**src/dma_cfg_pkg.sv**
```systemverilog
// Purpose: Shared constants, types and helpers for the DMA pin configuration block.
// Assumes: Registers are one byte wide and sit in the low lane of a 32-bit word.
// Notes: Strobe widths are counted in core clock cycles.
`default_nettype none
package dma_cfg_pkg;
  localparam int ADDR_W = 8;
  localparam int STROBE_CNT_W = 8;

  localparam logic [7:0] HW_REG_OFFSET = 8'h3c;
  localparam logic [7:0] STROBE_REG_OFFSET = 8'h60;
  localparam logic [7:0] STATUS_REG_OFFSET = 8'h64;

  localparam logic [7:0] HW_REG_RESET = 8'h04;
  localparam logic [7:0] STROBE_REG_RESET = 8'h1f;

  localparam int SWAP_MSB = 7;
  localparam int SWAP_LSB = 6;
  localparam int END_LEVEL_BIT = 5;
  localparam int MASTER_BIT = 4;
  localparam int ACK_LEVEL_BIT = 3;
  localparam int REQ_LEVEL_BIT = 2;
  localparam int WRITE_LEVEL_BIT = 1;
  localparam int READ_LEVEL_BIT = 0;
  localparam int STROBE_CNT_MSB = 4;

  localparam int STAT_BUSY_BIT = 0;
  localparam int STAT_REQ_EN_BIT = 1;
  localparam int STAT_ACK_BIT = 2;
  localparam int STAT_END_BIT = 3;

  localparam logic [1:0] SWAP_NORMAL = 2'h0;
  localparam logic [1:0] SWAP_ON = 2'h1;
  localparam logic [1:0] TIMED_MODE = 2'h3;
  localparam logic [4:0] FIXED_STROBE_COUNT = 5'h03;

  localparam int STROBE_UNIT_PS = 33300;
  localparam int CORE_PERIOD_PS = 25000;
  localparam int STROBE_UNIT_CYCLES = (STROBE_UNIT_PS / CORE_PERIOD_PS) < 1 ? 1 : (STROBE_UNIT_PS / CORE_PERIOD_PS);

  localparam logic [1:0] RESP_OKAY = 2'h0;
  localparam logic [1:0] RESP_SLVERR = 2'h2;

  typedef enum logic {ST_IDLE = 1'b0, ST_ACTIVE = 1'b1} strobe_state_t;

  // A pin is active when it equals its selected level; the same form drives and decodes.
  function automatic logic levelOf(input logic act, input logic sel);
    return act ~^ sel;
  endfunction

  function automatic logic [15:0] swapBytes(input logic [15:0] w);
    return {w[7:0], w[15:8]};
  endfunction

  function automatic logic [STROBE_CNT_W-1:0] strobeCycles(input logic [4:0] n);
    return STROBE_CNT_W'(({3'h0, n} + 8'h01) * STROBE_UNIT_CYCLES);
  endfunction
endpackage
`default_nettype wire

```
**src/dma_cfg_if.sv**
```systemverilog
// Purpose: Carries the decoded configuration from the top to its helpers.
// Assumes: Driven by the top only, from its registers and the genericDmaActive and transferMode inputs.
// Notes: No clocking; all fields are levels.
`timescale 1ns/1ps
`default_nettype none
interface dma_cfg_if;
  logic [1:0] byteLaneSwap;
  logic genericActive;
  logic timedStrobe;
  logic [4:0] strobeWidthCount;
  modport src(output byteLaneSwap, output genericActive, output timedStrobe, output strobeWidthCount);
  modport timer(input timedStrobe, input strobeWidthCount);
  modport lanes(input byteLaneSwap, input genericActive);
endinterface
`default_nettype wire

```
**src/strobe_timer.sv**
```systemverilog
// Purpose: Generates one master read or write strobe of programmed width.
// Assumes: startStrobe is ignored while a strobe is active.
// Notes: At least one idle cycle separates two strobes.
`timescale 1ns/1ps
`default_nettype none
module strobe_timer (
  input wire logic core_clk,
  input wire logic rst_n,
  dma_cfg_if.timer cfg,
  input wire logic startStrobe,
  input wire logic startRead,
  output logic strobeActive,
  output logic strobeRead,
  output logic busy
);
  import dma_cfg_pkg::*;
  strobe_state_t state, next_state;
  logic [STROBE_CNT_W-1:0] remain, next_remain;
  logic next_strobeRead;

  always_comb begin
    next_state = state;
    next_remain = remain;
    next_strobeRead = strobeRead;
    case (state)
      ST_IDLE: begin
        if (startStrobe) begin
          next_state = ST_ACTIVE;
          // Outside the timed mode the width falls back to a fixed count.
          next_remain = strobeCycles(cfg.timedStrobe ? cfg.strobeWidthCount : FIXED_STROBE_COUNT) - 8'h01;
          next_strobeRead = startRead;
        end
      end
      ST_ACTIVE: begin
        if (remain == 8'h00) begin
          next_state = ST_IDLE;
        end else begin
          next_remain = remain - 8'h01;
        end
      end
      default: next_state = ST_IDLE;
    endcase
  end

  always_ff @(posedge core_clk) begin
    if (!rst_n) begin
      state <= ST_IDLE;
      remain <= 8'h00;
      strobeRead <= 1'b0;
    end else begin
      state <= next_state;
      remain <= next_remain;
      strobeRead <= next_strobeRead;
    end
  end

  assign strobeActive = (state == ST_ACTIVE);
  assign busy = (state == ST_ACTIVE);
endmodule
`default_nettype wire

```
**src/lane_swap.sv**
```systemverilog
// Purpose: Moves 16-bit words between internal RAM and the DMA bus, swapping lanes on request.
// Assumes: Words are presented every cycle; one cycle of latency each way.
// Notes: Reserved swap codes behave as normal order.
`timescale 1ns/1ps
`default_nettype none
module lane_swap (
  input wire logic core_clk,
  input wire logic rst_n,
  dma_cfg_if.lanes cfg,
  input wire logic [15:0] ramWord,
  input wire logic [15:0] busWordIn,
  output logic [15:0] busWordOut,
  output logic [15:0] ramWordOut
);
  import dma_cfg_pkg::*;
  logic swapOn;
  logic [15:0] next_busWordOut, next_ramWordOut;

  always_comb begin
    swapOn = cfg.genericActive && (cfg.byteLaneSwap == SWAP_ON);
    next_busWordOut = swapOn ? swapBytes(ramWord) : ramWord;
    next_ramWordOut = swapOn ? swapBytes(busWordIn) : busWordIn;
  end

  always_ff @(posedge core_clk) begin
    if (!rst_n) begin
      busWordOut <= 16'h0000;
      ramWordOut <= 16'h0000;
    end else begin
      busWordOut <= next_busWordOut;
      ramWordOut <= next_ramWordOut;
    end
  end
endmodule
`default_nettype wire

```
**src/dma_pin_config.sv**
```systemverilog
// Purpose: Pin polarity, role, lane swap and strobe width control of the external DMA bus.
// Assumes: AXI4-Lite register access; DMA pins synchronous to core_clk.
// Notes: Handshake outputs follow the registers combinationally.
// Overview of operation
// - Swap code 01 puts the high byte on the low lane; 00 keeps order.
// - Lane swapping acts only in generic slave and master DMA modes.
// - Bit 5 picks the end-of-transfer input level; it matters in slave mode only.
// - Bit 4 picks slave role (0) or master role driving strobes (1).
// - Bit 3 picks acknowledge level: 0 low, 1 high.
// - Bit 2 picks request level: 0 low, 1 high; reset value is high.
// - Bit 1 picks write strobe level: 0 low, 1 high.
// - Bit 0 picks read strobe level: 0 low, 1 high.
// - Programmed strobe width applies only in master role with transfer mode 03.
// - Each timed strobe stays active for count plus one cycles.
// - One strobe step equals one internal clock period.
// - The request pin stays undriven until the DMA configuration is first written.
//
// The implementer's own choice: the AXI4-Lite register port.
`timescale 1ns/1ps
`default_nettype none
module dma_pin_config (
  input wire logic core_clk,
  input wire logic rst_n,
  input wire logic [dma_cfg_pkg::ADDR_W-1:0] awaddr,
  input wire logic awvalid,
  output logic awready,
  input wire logic [31:0] wdata,
  input wire logic [3:0] wstrb,
  input wire logic wvalid,
  output logic wready,
  output logic [1:0] bresp,
  output logic bvalid,
  input wire logic bready,
  input wire logic [dma_cfg_pkg::ADDR_W-1:0] araddr,
  input wire logic arvalid,
  output logic arready,
  output logic [31:0] rdata,
  output logic [1:0] rresp,
  output logic rvalid,
  input wire logic rready,
  input wire logic dmaConfigWrite,
  input wire logic [1:0] transferMode,
  input wire logic genericDmaActive,
  input wire logic coreRequest,
  input wire logic startStrobe,
  input wire logic startRead,
  input wire logic [15:0] ramWord,
  input wire logic [15:0] busWordIn,
  output logic [15:0] busWordOut,
  output logic [15:0] ramWordOut,
  output logic dmaRequestPin,
  output logic dmaRequestOe,
  input wire logic acknowledgePin,
  input wire logic transferEndInput,
  input wire logic readStrobeIn,
  output logic readStrobeOut,
  output logic readStrobeOe,
  input wire logic writeStrobeIn,
  output logic writeStrobeOut,
  output logic writeStrobeOe,
  output logic acknowledgeActive,
  output logic transferEndActive,
  output logic slaveReadStrobe,
  output logic slaveWriteStrobe,
  output logic strobeBusy
);
  import dma_cfg_pkg::*;

  logic [7:0] hwReg, next_hwReg;
  logic [7:0] strobeReg, next_strobeReg;
  logic reqEnabled, next_reqEnabled;
  logic awHeld, next_awHeld, wHeld, next_wHeld;
  logic [ADDR_W-1:0] awAddrHeld, next_awAddrHeld;
  logic [7:0] wByteHeld, next_wByteHeld;
  logic wLaneHeld, next_wLaneHeld;
  logic next_bvalid;
  logic [1:0] next_bresp;
  logic next_rvalid;
  logic [1:0] next_rresp;
  logic [31:0] next_rdata;
  logic [7:0] statusByte;
  logic masterDma, strobeActive, strobeRead;
  dma_cfg_if cfg ();

  function automatic logic [ADDR_W-1:0] alignedOf(input logic [ADDR_W-1:0] a);
    return {a[ADDR_W-1:2], 2'b00};
  endfunction

  assign awready = !awHeld && !bvalid;
  assign wready = !wHeld && !bvalid;
  assign arready = !rvalid;

  // Write path: address and data are caught independently and committed together.
  always_comb begin
    next_awHeld = awHeld;
    next_awAddrHeld = awAddrHeld;
    next_wHeld = wHeld;
    next_wByteHeld = wByteHeld;
    next_wLaneHeld = wLaneHeld;
    next_bvalid = bvalid;
    next_bresp = bresp;
    next_hwReg = hwReg;
    next_strobeReg = strobeReg;
    if (awvalid && awready) begin
      next_awHeld = 1'b1;
      next_awAddrHeld = alignedOf(awaddr);
    end
    if (wvalid && wready) begin
      next_wHeld = 1'b1;
      next_wByteHeld = wdata[7:0];
      next_wLaneHeld = wstrb[0];
    end
    if (awHeld && wHeld) begin
      next_awHeld = 1'b0;
      next_wHeld = 1'b0;
      next_bvalid = 1'b1;
      next_bresp = RESP_OKAY;
      if (awAddrHeld == HW_REG_OFFSET) begin
        if (wLaneHeld) begin
          next_hwReg = wByteHeld;
        end
      end else if (awAddrHeld == STROBE_REG_OFFSET) begin
        if (wLaneHeld) begin
          next_strobeReg = wByteHeld;
        end
      end else if (awAddrHeld == STATUS_REG_OFFSET) begin
        next_bresp = RESP_OKAY;
      end else begin
        next_bresp = RESP_SLVERR;
      end
    end
    if (bvalid && bready) begin
      next_bvalid = 1'b0;
    end
  end

  always_ff @(posedge core_clk) begin
    if (!rst_n) begin
      awHeld <= 1'b0;
      awAddrHeld <= '0;
      wHeld <= 1'b0;
      wByteHeld <= 8'h00;
      wLaneHeld <= 1'b0;
      bvalid <= 1'b0;
      bresp <= RESP_OKAY;
      hwReg <= HW_REG_RESET;
      strobeReg <= STROBE_REG_RESET;
    end else begin
      awHeld <= next_awHeld;
      awAddrHeld <= next_awAddrHeld;
      wHeld <= next_wHeld;
      wByteHeld <= next_wByteHeld;
      wLaneHeld <= next_wLaneHeld;
      bvalid <= next_bvalid;
      bresp <= next_bresp;
      hwReg <= next_hwReg;
      strobeReg <= next_strobeReg;
    end
  end

  always_comb begin
    statusByte = 8'h00;
    statusByte[STAT_BUSY_BIT] = strobeBusy;
    statusByte[STAT_REQ_EN_BIT] = reqEnabled;
    statusByte[STAT_ACK_BIT] = acknowledgeActive;
    statusByte[STAT_END_BIT] = transferEndActive;
  end

  // Read path: one cycle from address to data.
  always_comb begin
    next_rvalid = rvalid;
    next_rresp = rresp;
    next_rdata = rdata;
    if (arvalid && arready) begin
      next_rvalid = 1'b1;
      next_rresp = RESP_OKAY;
      if (alignedOf(araddr) == HW_REG_OFFSET) begin
        next_rdata = {24'h000000, hwReg};
      end else if (alignedOf(araddr) == STROBE_REG_OFFSET) begin
        next_rdata = {24'h000000, strobeReg};
      end else if (alignedOf(araddr) == STATUS_REG_OFFSET) begin
        next_rdata = {24'h000000, statusByte};
      end else begin
        next_rdata = 32'h00000000;
        next_rresp = RESP_SLVERR;
      end
    end else if (rvalid && rready) begin
      next_rvalid = 1'b0;
    end
  end

  always_ff @(posedge core_clk) begin
    if (!rst_n) begin
      rvalid <= 1'b0;
      rresp <= RESP_OKAY;
      rdata <= 32'h00000000;
    end else begin
      rvalid <= next_rvalid;
      rresp <= next_rresp;
      rdata <= next_rdata;
    end
  end

  // The request pin is released only once; only reset takes it back.
  always_comb begin
    next_reqEnabled = reqEnabled || dmaConfigWrite;
  end

  always_ff @(posedge core_clk) begin
    if (!rst_n) begin
      reqEnabled <= 1'b0;
    end else begin
      reqEnabled <= next_reqEnabled;
    end
  end

  assign masterDma = hwReg[MASTER_BIT];
  assign cfg.byteLaneSwap = hwReg[SWAP_MSB:SWAP_LSB];
  assign cfg.genericActive = genericDmaActive;
  assign cfg.timedStrobe = masterDma && (transferMode == TIMED_MODE);
  assign cfg.strobeWidthCount = strobeReg[STROBE_CNT_MSB:0];

  strobe_timer u_timer (
    .core_clk(core_clk),
    .rst_n(rst_n),
    .cfg(cfg),
    .startStrobe(startStrobe && masterDma),
    .startRead(startRead),
    .strobeActive(strobeActive),
    .strobeRead(strobeRead),
    .busy(strobeBusy)
  );

  lane_swap u_lanes (
    .core_clk(core_clk),
    .rst_n(rst_n),
    .cfg(cfg),
    .ramWord(ramWord),
    .busWordIn(busWordIn),
    .busWordOut(busWordOut),
    .ramWordOut(ramWordOut)
  );

  // Handshake pins stay combinational so a polarity change needs no extra pipeline stage.
  assign dmaRequestPin = levelOf(coreRequest, hwReg[REQ_LEVEL_BIT]);
  assign dmaRequestOe = reqEnabled;
  assign acknowledgeActive = levelOf(acknowledgePin, hwReg[ACK_LEVEL_BIT]);
  assign transferEndActive = !masterDma && levelOf(transferEndInput, hwReg[END_LEVEL_BIT]);
  assign readStrobeOe = masterDma;
  assign writeStrobeOe = masterDma;
  assign readStrobeOut = levelOf(strobeActive && strobeRead, hwReg[READ_LEVEL_BIT]);
  assign writeStrobeOut = levelOf(strobeActive && !strobeRead, hwReg[WRITE_LEVEL_BIT]);
  assign slaveReadStrobe = !masterDma && levelOf(readStrobeIn, hwReg[READ_LEVEL_BIT]);
  assign slaveWriteStrobe = !masterDma && levelOf(writeStrobeIn, hwReg[WRITE_LEVEL_BIT]);

  // Helper logic for checking strobe width.
  logic [STROBE_CNT_W-1:0] widthCnt, expWidth;
  always_ff @(posedge core_clk) begin
    if (!rst_n) begin
      widthCnt <= 8'h00;
      expWidth <= 8'h00;
    end else begin
      widthCnt <= strobeActive ? widthCnt + 8'h01 : 8'h00;
      if (startStrobe && masterDma && !strobeBusy) begin
        expWidth <= strobeCycles(cfg.timedStrobe ? cfg.strobeWidthCount : FIXED_STROBE_COUNT);
      end
    end
  end
endmodule
`default_nettype wire

```
**config.mk**
```make
export PLATFORM = sky130hd
export DESIGN_NAME = dma_pin_config
export DESIGN_NICKNAME = d
export VERILOG_FILES = /design/src/dma_cfg_pkg.sv /design/src/dma_cfg_if.sv /design/src/strobe_timer.sv /design/src/lane_swap.sv /design/src/dma_pin_config.sv
export SDC_FILE = /design/constraint.sdc
export NUM_CORES = 1
export LEC_CHECK = 0
export ABC_AREA = 0
export BUFFER_PORTS_ARGS = -buffer_cell sky130_fd_sc_hd__buf_4
export CAP_MARGIN = 5
export CELL_PAD_IN_SITES_DETAIL_PLACEMENT = 1
export CELL_PAD_IN_SITES_GLOBAL_PLACEMENT = 2
export CORE_MARGIN = 4
export CORE_UTILIZATION = 27
export DETAILED_ROUTE_END_ITERATION = 8
export PLACE_DENSITY_LB_ADDON = 0.08
export SETUP_SLACK_MARGIN = 0.15
export SLEW_MARGIN = 15
export SYNTH_ARGS = -nofsm -noshare
export SYNTH_HDL_FRONTEND = slang
export SYNTH_SLANG_ARGS = --single-unit
```
**constraint.sdc**
```tcl
create_clock -name core_clk -period 3.7 [get_ports core_clk]
set_input_delay 0.37 -clock core_clk [delete_from_list [all_inputs] [get_ports core_clk]]
set_output_delay 0.37 -clock core_clk [all_outputs]
set_load 0.01 [all_outputs]
```
# --- Word level (Yosys, flattened, before mapping) ---
# Index checks and enable logic that the tools add are counted.
totals:
  input_bits: 102
  wordCells: 92
  mem_count: 0
  romBits: 0
  mem_bits_rw: 0
  regBits: 114
  out_inout_bits: 84
  latch_bits: 0
classes:
  n_reduce_logical: 31
  div_mod_pow: 0
  multipliers: 0
  bitwise_logic: 10
  order_cmp: 0
  add_sub_neg: 3
  shifts: 0
  eq_ne: 10
  muxes: 20
ops:
  columns: ["operator", "n"]
  rows:
  - ["16-bit two-way mux", 2]
  - ["8-bit two-way mux", 4]
  - ["6-bit by 5-bit equality test with 1-bit output (second input constant)", 4]
  - ["1-bit logical AND", 16]
  - ["8-bit one-hot mux with 2 select lines", 1]
  - ["6-bit by 4-bit equality test with 1-bit output (second input constant)", 2]
  - ["2-bit two-way mux", 6]
  - ["8-bit logical NOT", 1]
  - ["8-bit by 1-bit subtractor with 8-bit output (second input constant)", 1]
  - ["6-bit by 1-bit subtractor with 7-bit output (second input constant)", 1]
  - ["1-bit bitwise XNOR", 7]
  - ["5-bit by 1-bit adder with 6-bit output (second input constant)", 1]
  - ["1-bit logical NOT", 6]
  - ["5-bit two-way mux", 1]
  - ["1-bit two-way mux", 4]
  - ["4-bit two-way mux", 1]
  - ["2-bit AND reduction", 2]
  - ["4-bit AND reduction", 1]
  - ["2-bit OR reduction", 2]
  - ["1-bit NOT", 3]
  - ["3-bit AND reduction", 1]
  - ["2-bit by 1-bit equality test with 1-bit output (second input constant)", 1]
  - ["2-bit equality test (second input constant)", 1]
  - ["2-bit by 1-bit inequality test with 1-bit output (second input constant)", 1]
  - ["other kinds (4)", 4]

# --- Longest topological paths before layout ---
logic_depth:
  depth_word: 7
  ltp_mapped: 9
  ltp_nobuf: 9

# --- Modules after synthesis ---
# Synthesis repeated with hierarchy kept, for this count alone.
unflattened:
  hier_cells: 416
  area_unflattened_um2: 3928.8
by_module_without_submodules:
  columns: ["module", "cells_each", "instances", "area_each_um2", "seq_area_each_um2"]
  rows:
  - ["dma_pin_config", 247, 1, 2162.1, 920.9]
  - ["lane_swap", 104, 1, 1187.4, 640.6]
  - ["strobe_timer", 65, 1, 579.3, 200.2]

# --- Worst setup path before layout ---
# Ideal clock, no wire load.
synth_timing:
  path_kind: "flip-flop to flip-flop"
  from: "reg hwReg[4]"
  to: "reg u_timer.remain[4]"
  arrival_ps: 2132
  synth_period_minus_slack_ps: 2264
  path_stages_with_launch: 10
  setup_time_ps: 132
  path_buffers: 0
  path_slack_ps: 1436
  t_required_ps: 3568
  cell_sequence: "dfxtp_1 nand3_2 or2_2 ha_1 mux2i_2 ha_1 inv_1 or4_1 nand3_1 a21oi_1"
synth_between:
  elab_chain_len: 6
  elab_cells_between_ends: 9
  cone_classes: "2 x add/sub; 1 x eq/ne; 3 x mux; 3 x reduce/logical"
synth_lines:
  columns: ["item", "line", "source"]
  rows:
  - ["start: declaration", "dma_pin_config.sv:69", "logic [7:0] hwReg, next_hwReg;"]
  - ["start signal: assignment", "dma_pin_config.sv:156", "hwReg <= next_hwReg;"]
  - ["1-bit logical AND", "dma_pin_config.sv:220", "assign cfg.timedStrobe = masterDma && (transferMode == TIMED_MODE);"]
  - ["5-bit two-way mux", null, null]
  - ["5-bit by 1-bit adder with 6-bit output", null, null]
  - ["6-bit by 1-bit subtractor with 7-bit output", "strobe_timer.sv:30", "next_remain = strobeCycles(cfg.timedStrobe ? cfg.strobeWidthCount : FIXED_STROBE_COUNT) - 8'h01;"]
  - ["8-bit two-way mux", "strobe_timer.sv:27", "if (startStrobe) begin"]
  - ["8-bit one-hot mux with 2 select lines", "strobe_timer.sv:25", "case (state)"]
  - ["end signal: assignment", "strobe_timer.sv:52", "remain <= next_remain;"]
  - ["end: declaration", "strobe_timer.sv:18", "logic [STROBE_CNT_W-1:0] remain, next_remain;"]
# Several ways; a longest one is shown, not always the timed one. The select of a mux whose other input is x is not followed.
# A chain may end at the register's enable or synchronous reset.

# --- Final worst setup path ---
# Same ends and word-level chain as after synthesis.

==> impl_metrics.env <==
export IMPL_clk_pin_slew_ns=0.06
export IMPL_synth_top_area_cell="dfxtp_1"
export IMPL_rsz0062_at_grt="no"
export IMPL_criticalPathCategory="flip-flop to flip-flop"
export IMPL_period_needed_ns=2.36
export IMPL_power_per_cell_area_mw_per_mm2=437
export IMPL_crit_family="simple AND/OR/NAND/NOR gates"
export IMPL_grt_remaining_overflow=0
export IMPL_clockPowerShare_pct=45.6
export IMPL_avgRoutedWirePerCell_um=15.6
export IMPL_n_antenna_cell=0
export IMPL_drv_cap=0
export IMPL_die_h_um=129
export IMPL_synth_edff_count=0
export IMPL_ys_warn_count=0
export IMPL_cpMaxStageDelayCell="or4_1"
export IMPL_vias=3595
export IMPL_avgViaCountPerCell=4.64
export IMPL_hold_buffers=0
export IMPL_critPathMaxStageDelay_ns=0.40
export IMPL_swShare_pct=22.7
export IMPL_fin_crit_sh_pct=63.8
export IMPL_cts_sinks=88
export IMPL_seq_area_frac_synth_pct=44.5
export IMPL_avgSynthCellArea_um2=8.36
export IMPL_hpwl_mm=9.17
export IMPL_io_buffers=128
export IMPL_nets=694
export IMPL_synth_main_ff_cell="dfxtp_1"
export IMPL_clockBufferDepth=2
export IMPL_synth_seq_cells=88
export IMPL_p_int_mw=1.79
export IMPL_start_util_pct=28.1
export IMPL_routed_wl_mm=12.1
export IMPL_seq_power_share_pct=43.7
export IMPL_leakage_nw=2.35
export IMPL_cts_resized=0
export IMPL_worstPathArrival_ns=2.59
export IMPL_path_cells="nand3_2, or2_2, ha_1, mux2i_2, ha_1, inv_1, or4_1, nand3_1, a21oi_1"
export IMPL_yosysMostFrequentCell="nand2_1"
export IMPL_power_mw=2.32
export IMPL_yosys_top_cells_area="dfxtp_1 (45%), nand2_1 (10%), a21oi_1 (7.3%)"
export IMPL_hold_path_class="input pin to flip-flop"
export IMPL_tns_ns=0
export IMPL_finClkSkew_ns=0.00714
export IMPL_async_flop_share_pct=0
export IMPL_max_freq_mhz=423
export IMPL_numCtsBuffers=9
export IMPL_maxSlewHeadroom_pct=48.5
export IMPL_critPathMaxFanout=5
export IMPL_firstDrtPassIters=4
export IMPL_gr_usage_all_layers_pct=14.6
export IMPL_dr_first_iter_drc_count=110
export IMPL_drive_gt1_share_pct=28.2
export IMPL_die_w_um=129
export IMPL_rows=43
export IMPL_ios=186
export IMPL_crit_required_ns=3.92
export IMPL_synth_cell_types=59
export IMPL_grt_max_degree=33
export IMPL_worst_pin_slew_ns=0.770
export IMPL_clk_latency_ns=0.34
export IMPL_grt_pass1_wl_mm=19.2
export IMPL_die_area_mm2=0.0167
export IMPL_syn_area_mm2=0.00396
export IMPL_first_global_vias=3799
export IMPL_root_buffer="clkbuf_16"
export IMPL_syn_inst=473
export IMPL_core_region_area_mm2=0.0141
export IMPL_drc=0
export IMPL_p_comb_share_pct=10.7
export IMPL_post_cts_buffers=0
export IMPL_final_antenna_net_count=0
export IMPL_outcome="finished, final reports clean"
export IMPL_antenna_found_initial=0
export IMPL_cp_start_kind="flip-flop"
export IMPL_gp_congestion=0.704
export IMPL_ir_drop_mv=0.198
export IMPL_path_buf_inv=1
export IMPL_synth_top_area_share_pct=44.5
export IMPL_yosys_top_cells_count="nand2_1 (107), dfxtp_1 (88), a21oi_1 (58)"
export IMPL_end_kind="flip-flop"
export IMPL_critPathMostFrequentCell="ha_1"
export IMPL_p_switching_uw=527
export IMPL_setup_viol=0
export IMPL_syn2layout_area_growth_pct=34.2
export IMPL_cts_tree="done"
export IMPL_finalHoldViolCount=0
export IMPL_h_tree_depth=3
export IMPL_slew_viol_final=0
-- power groups by stage --
stage | sequential [mW] | clock, mW | combinational, mW
3_3_place_gp | 1.03 | 0 | 0.248
6_report | 1.01 | 1.06 | 0.248
5_1_grt | 1.02 | 1.14 | 0.276
3_5_place_dp | 1.03 | 0 | 0.253
2_1_floorplan | 1.04 | 0 | 0.115
4_1_cts | 1.01 | 1.09 | 0.253
-- cell families after synthesis --
family          after synthesis  synth area share, %
xor+xnor                     10                 2.21
mux                          28                 7.24
fa+ha+maj                     2                0.632
compound gates               92                 14.4
other cells                   1               0.0948
buf+inv                      59                 8.70
simple gates                193                 22.2
flops                        88                 44.5
-- sequential cells by signal, summed over array words and instances (netlist names) --
signal / cells
wByteHeld: 8
strobeReg: 8
awAddrHeld: 6
rresp: 1
bresp: 1
wLaneHeld: 1
u_timer.strobeRead: 1
bvalid: 1
wHeld: 1
rdata: 8
rvalid: 1
u_lanes.ramWordOut: 16
u_timer.busy: 1
dmaRequestOe: 1
u_lanes.busWordOut: 16
hwReg: 8
u_timer.remain: 8
awHeld: 1
-- final cells by class --
cell class	count	area [µm²]
inverters	6	22.5
fillers	1679	8790
clock inverters	5	104
clock buffers	11	243
well taps	180	225
multi-input cells	351	1950
repair buffers	134	1010
flip-flops and latches	88	1760
-- metrics by stage --
stage	instances	util, %	setup WS (ns)	instance area, µm²	hold slack (ns)
finish	775	37.7	1.34	5310	0.207
global placement	759	35.2	1.22	4960	0.446
CTS	775	37.6	1.35	5310	0.191
global route	775	37.7	1.22	5310	0.206
detailed placement	759	35.2	1.22	4960	0.455
floorplan	498	-	1.44	4050	0.437
-- worst register-to-register path, stage by stage (launching register included) --
cell and delay, ns:
dfxtp_1 0.37, nand3_2 0.13, or2_2 0.30, ha_1 0.30
mux2i_2 0.19, ha_1 0.30, inv_1 0.10, or4_1 0.40
nand3_1 0.09, a21oi_1 0.06
-- final timing paths --
| path | slack, ns | start | depth (start not counted) | to |
|---|---|---|---|---|
| hold / removal | 0.21 | rready | 2 | rvalid |
| setup reg to reg | 1.34 | hwReg[4] | 9 | u_timer.remain[4] |
| hold reg to reg | 0.46 | rresp[1] | 2 | rresp[1] |
| setup / recovery | 1.34 | hwReg[4] | 9 | u_timer.remain[4] |
-- layer usage --
metal	routed length [µm]	track usage [%]	vias up
li1	-	-	1797
met1	5060	17.0	1709
met2	6100	25.4	77
met3	790	4.82	12
met4	172	4.82	0
met5	0	0	-
-- layout by cell type (no fill, tap or decap), types with 2 or more instances in the layout --
master     count
a211oi_1       3
a21oi_1       58
a221oi_1       8
and2_1         2
and3_1         2
buf_4        134
bufinv_16      3
clkbuf_16      9
conb_1        26
dfxtp_1       88
ha_1           2
inv_1          4
inv_2          2
mux2i_1       25
nand2_1      107
nand2_2        2
nand2b_1       2
nand3_1       10
nand3b_1       2
nand4_1        2
nand4b_1       2
nor2_1        38
nor3_1         7
nor3_2         2
nor4b_1        2
o211ai_1       2
o21ai_0        8
o32ai_1        2
xnor2_1        5
xor2_1         5
Note: power is estimated with default switching activity, not from simulation.
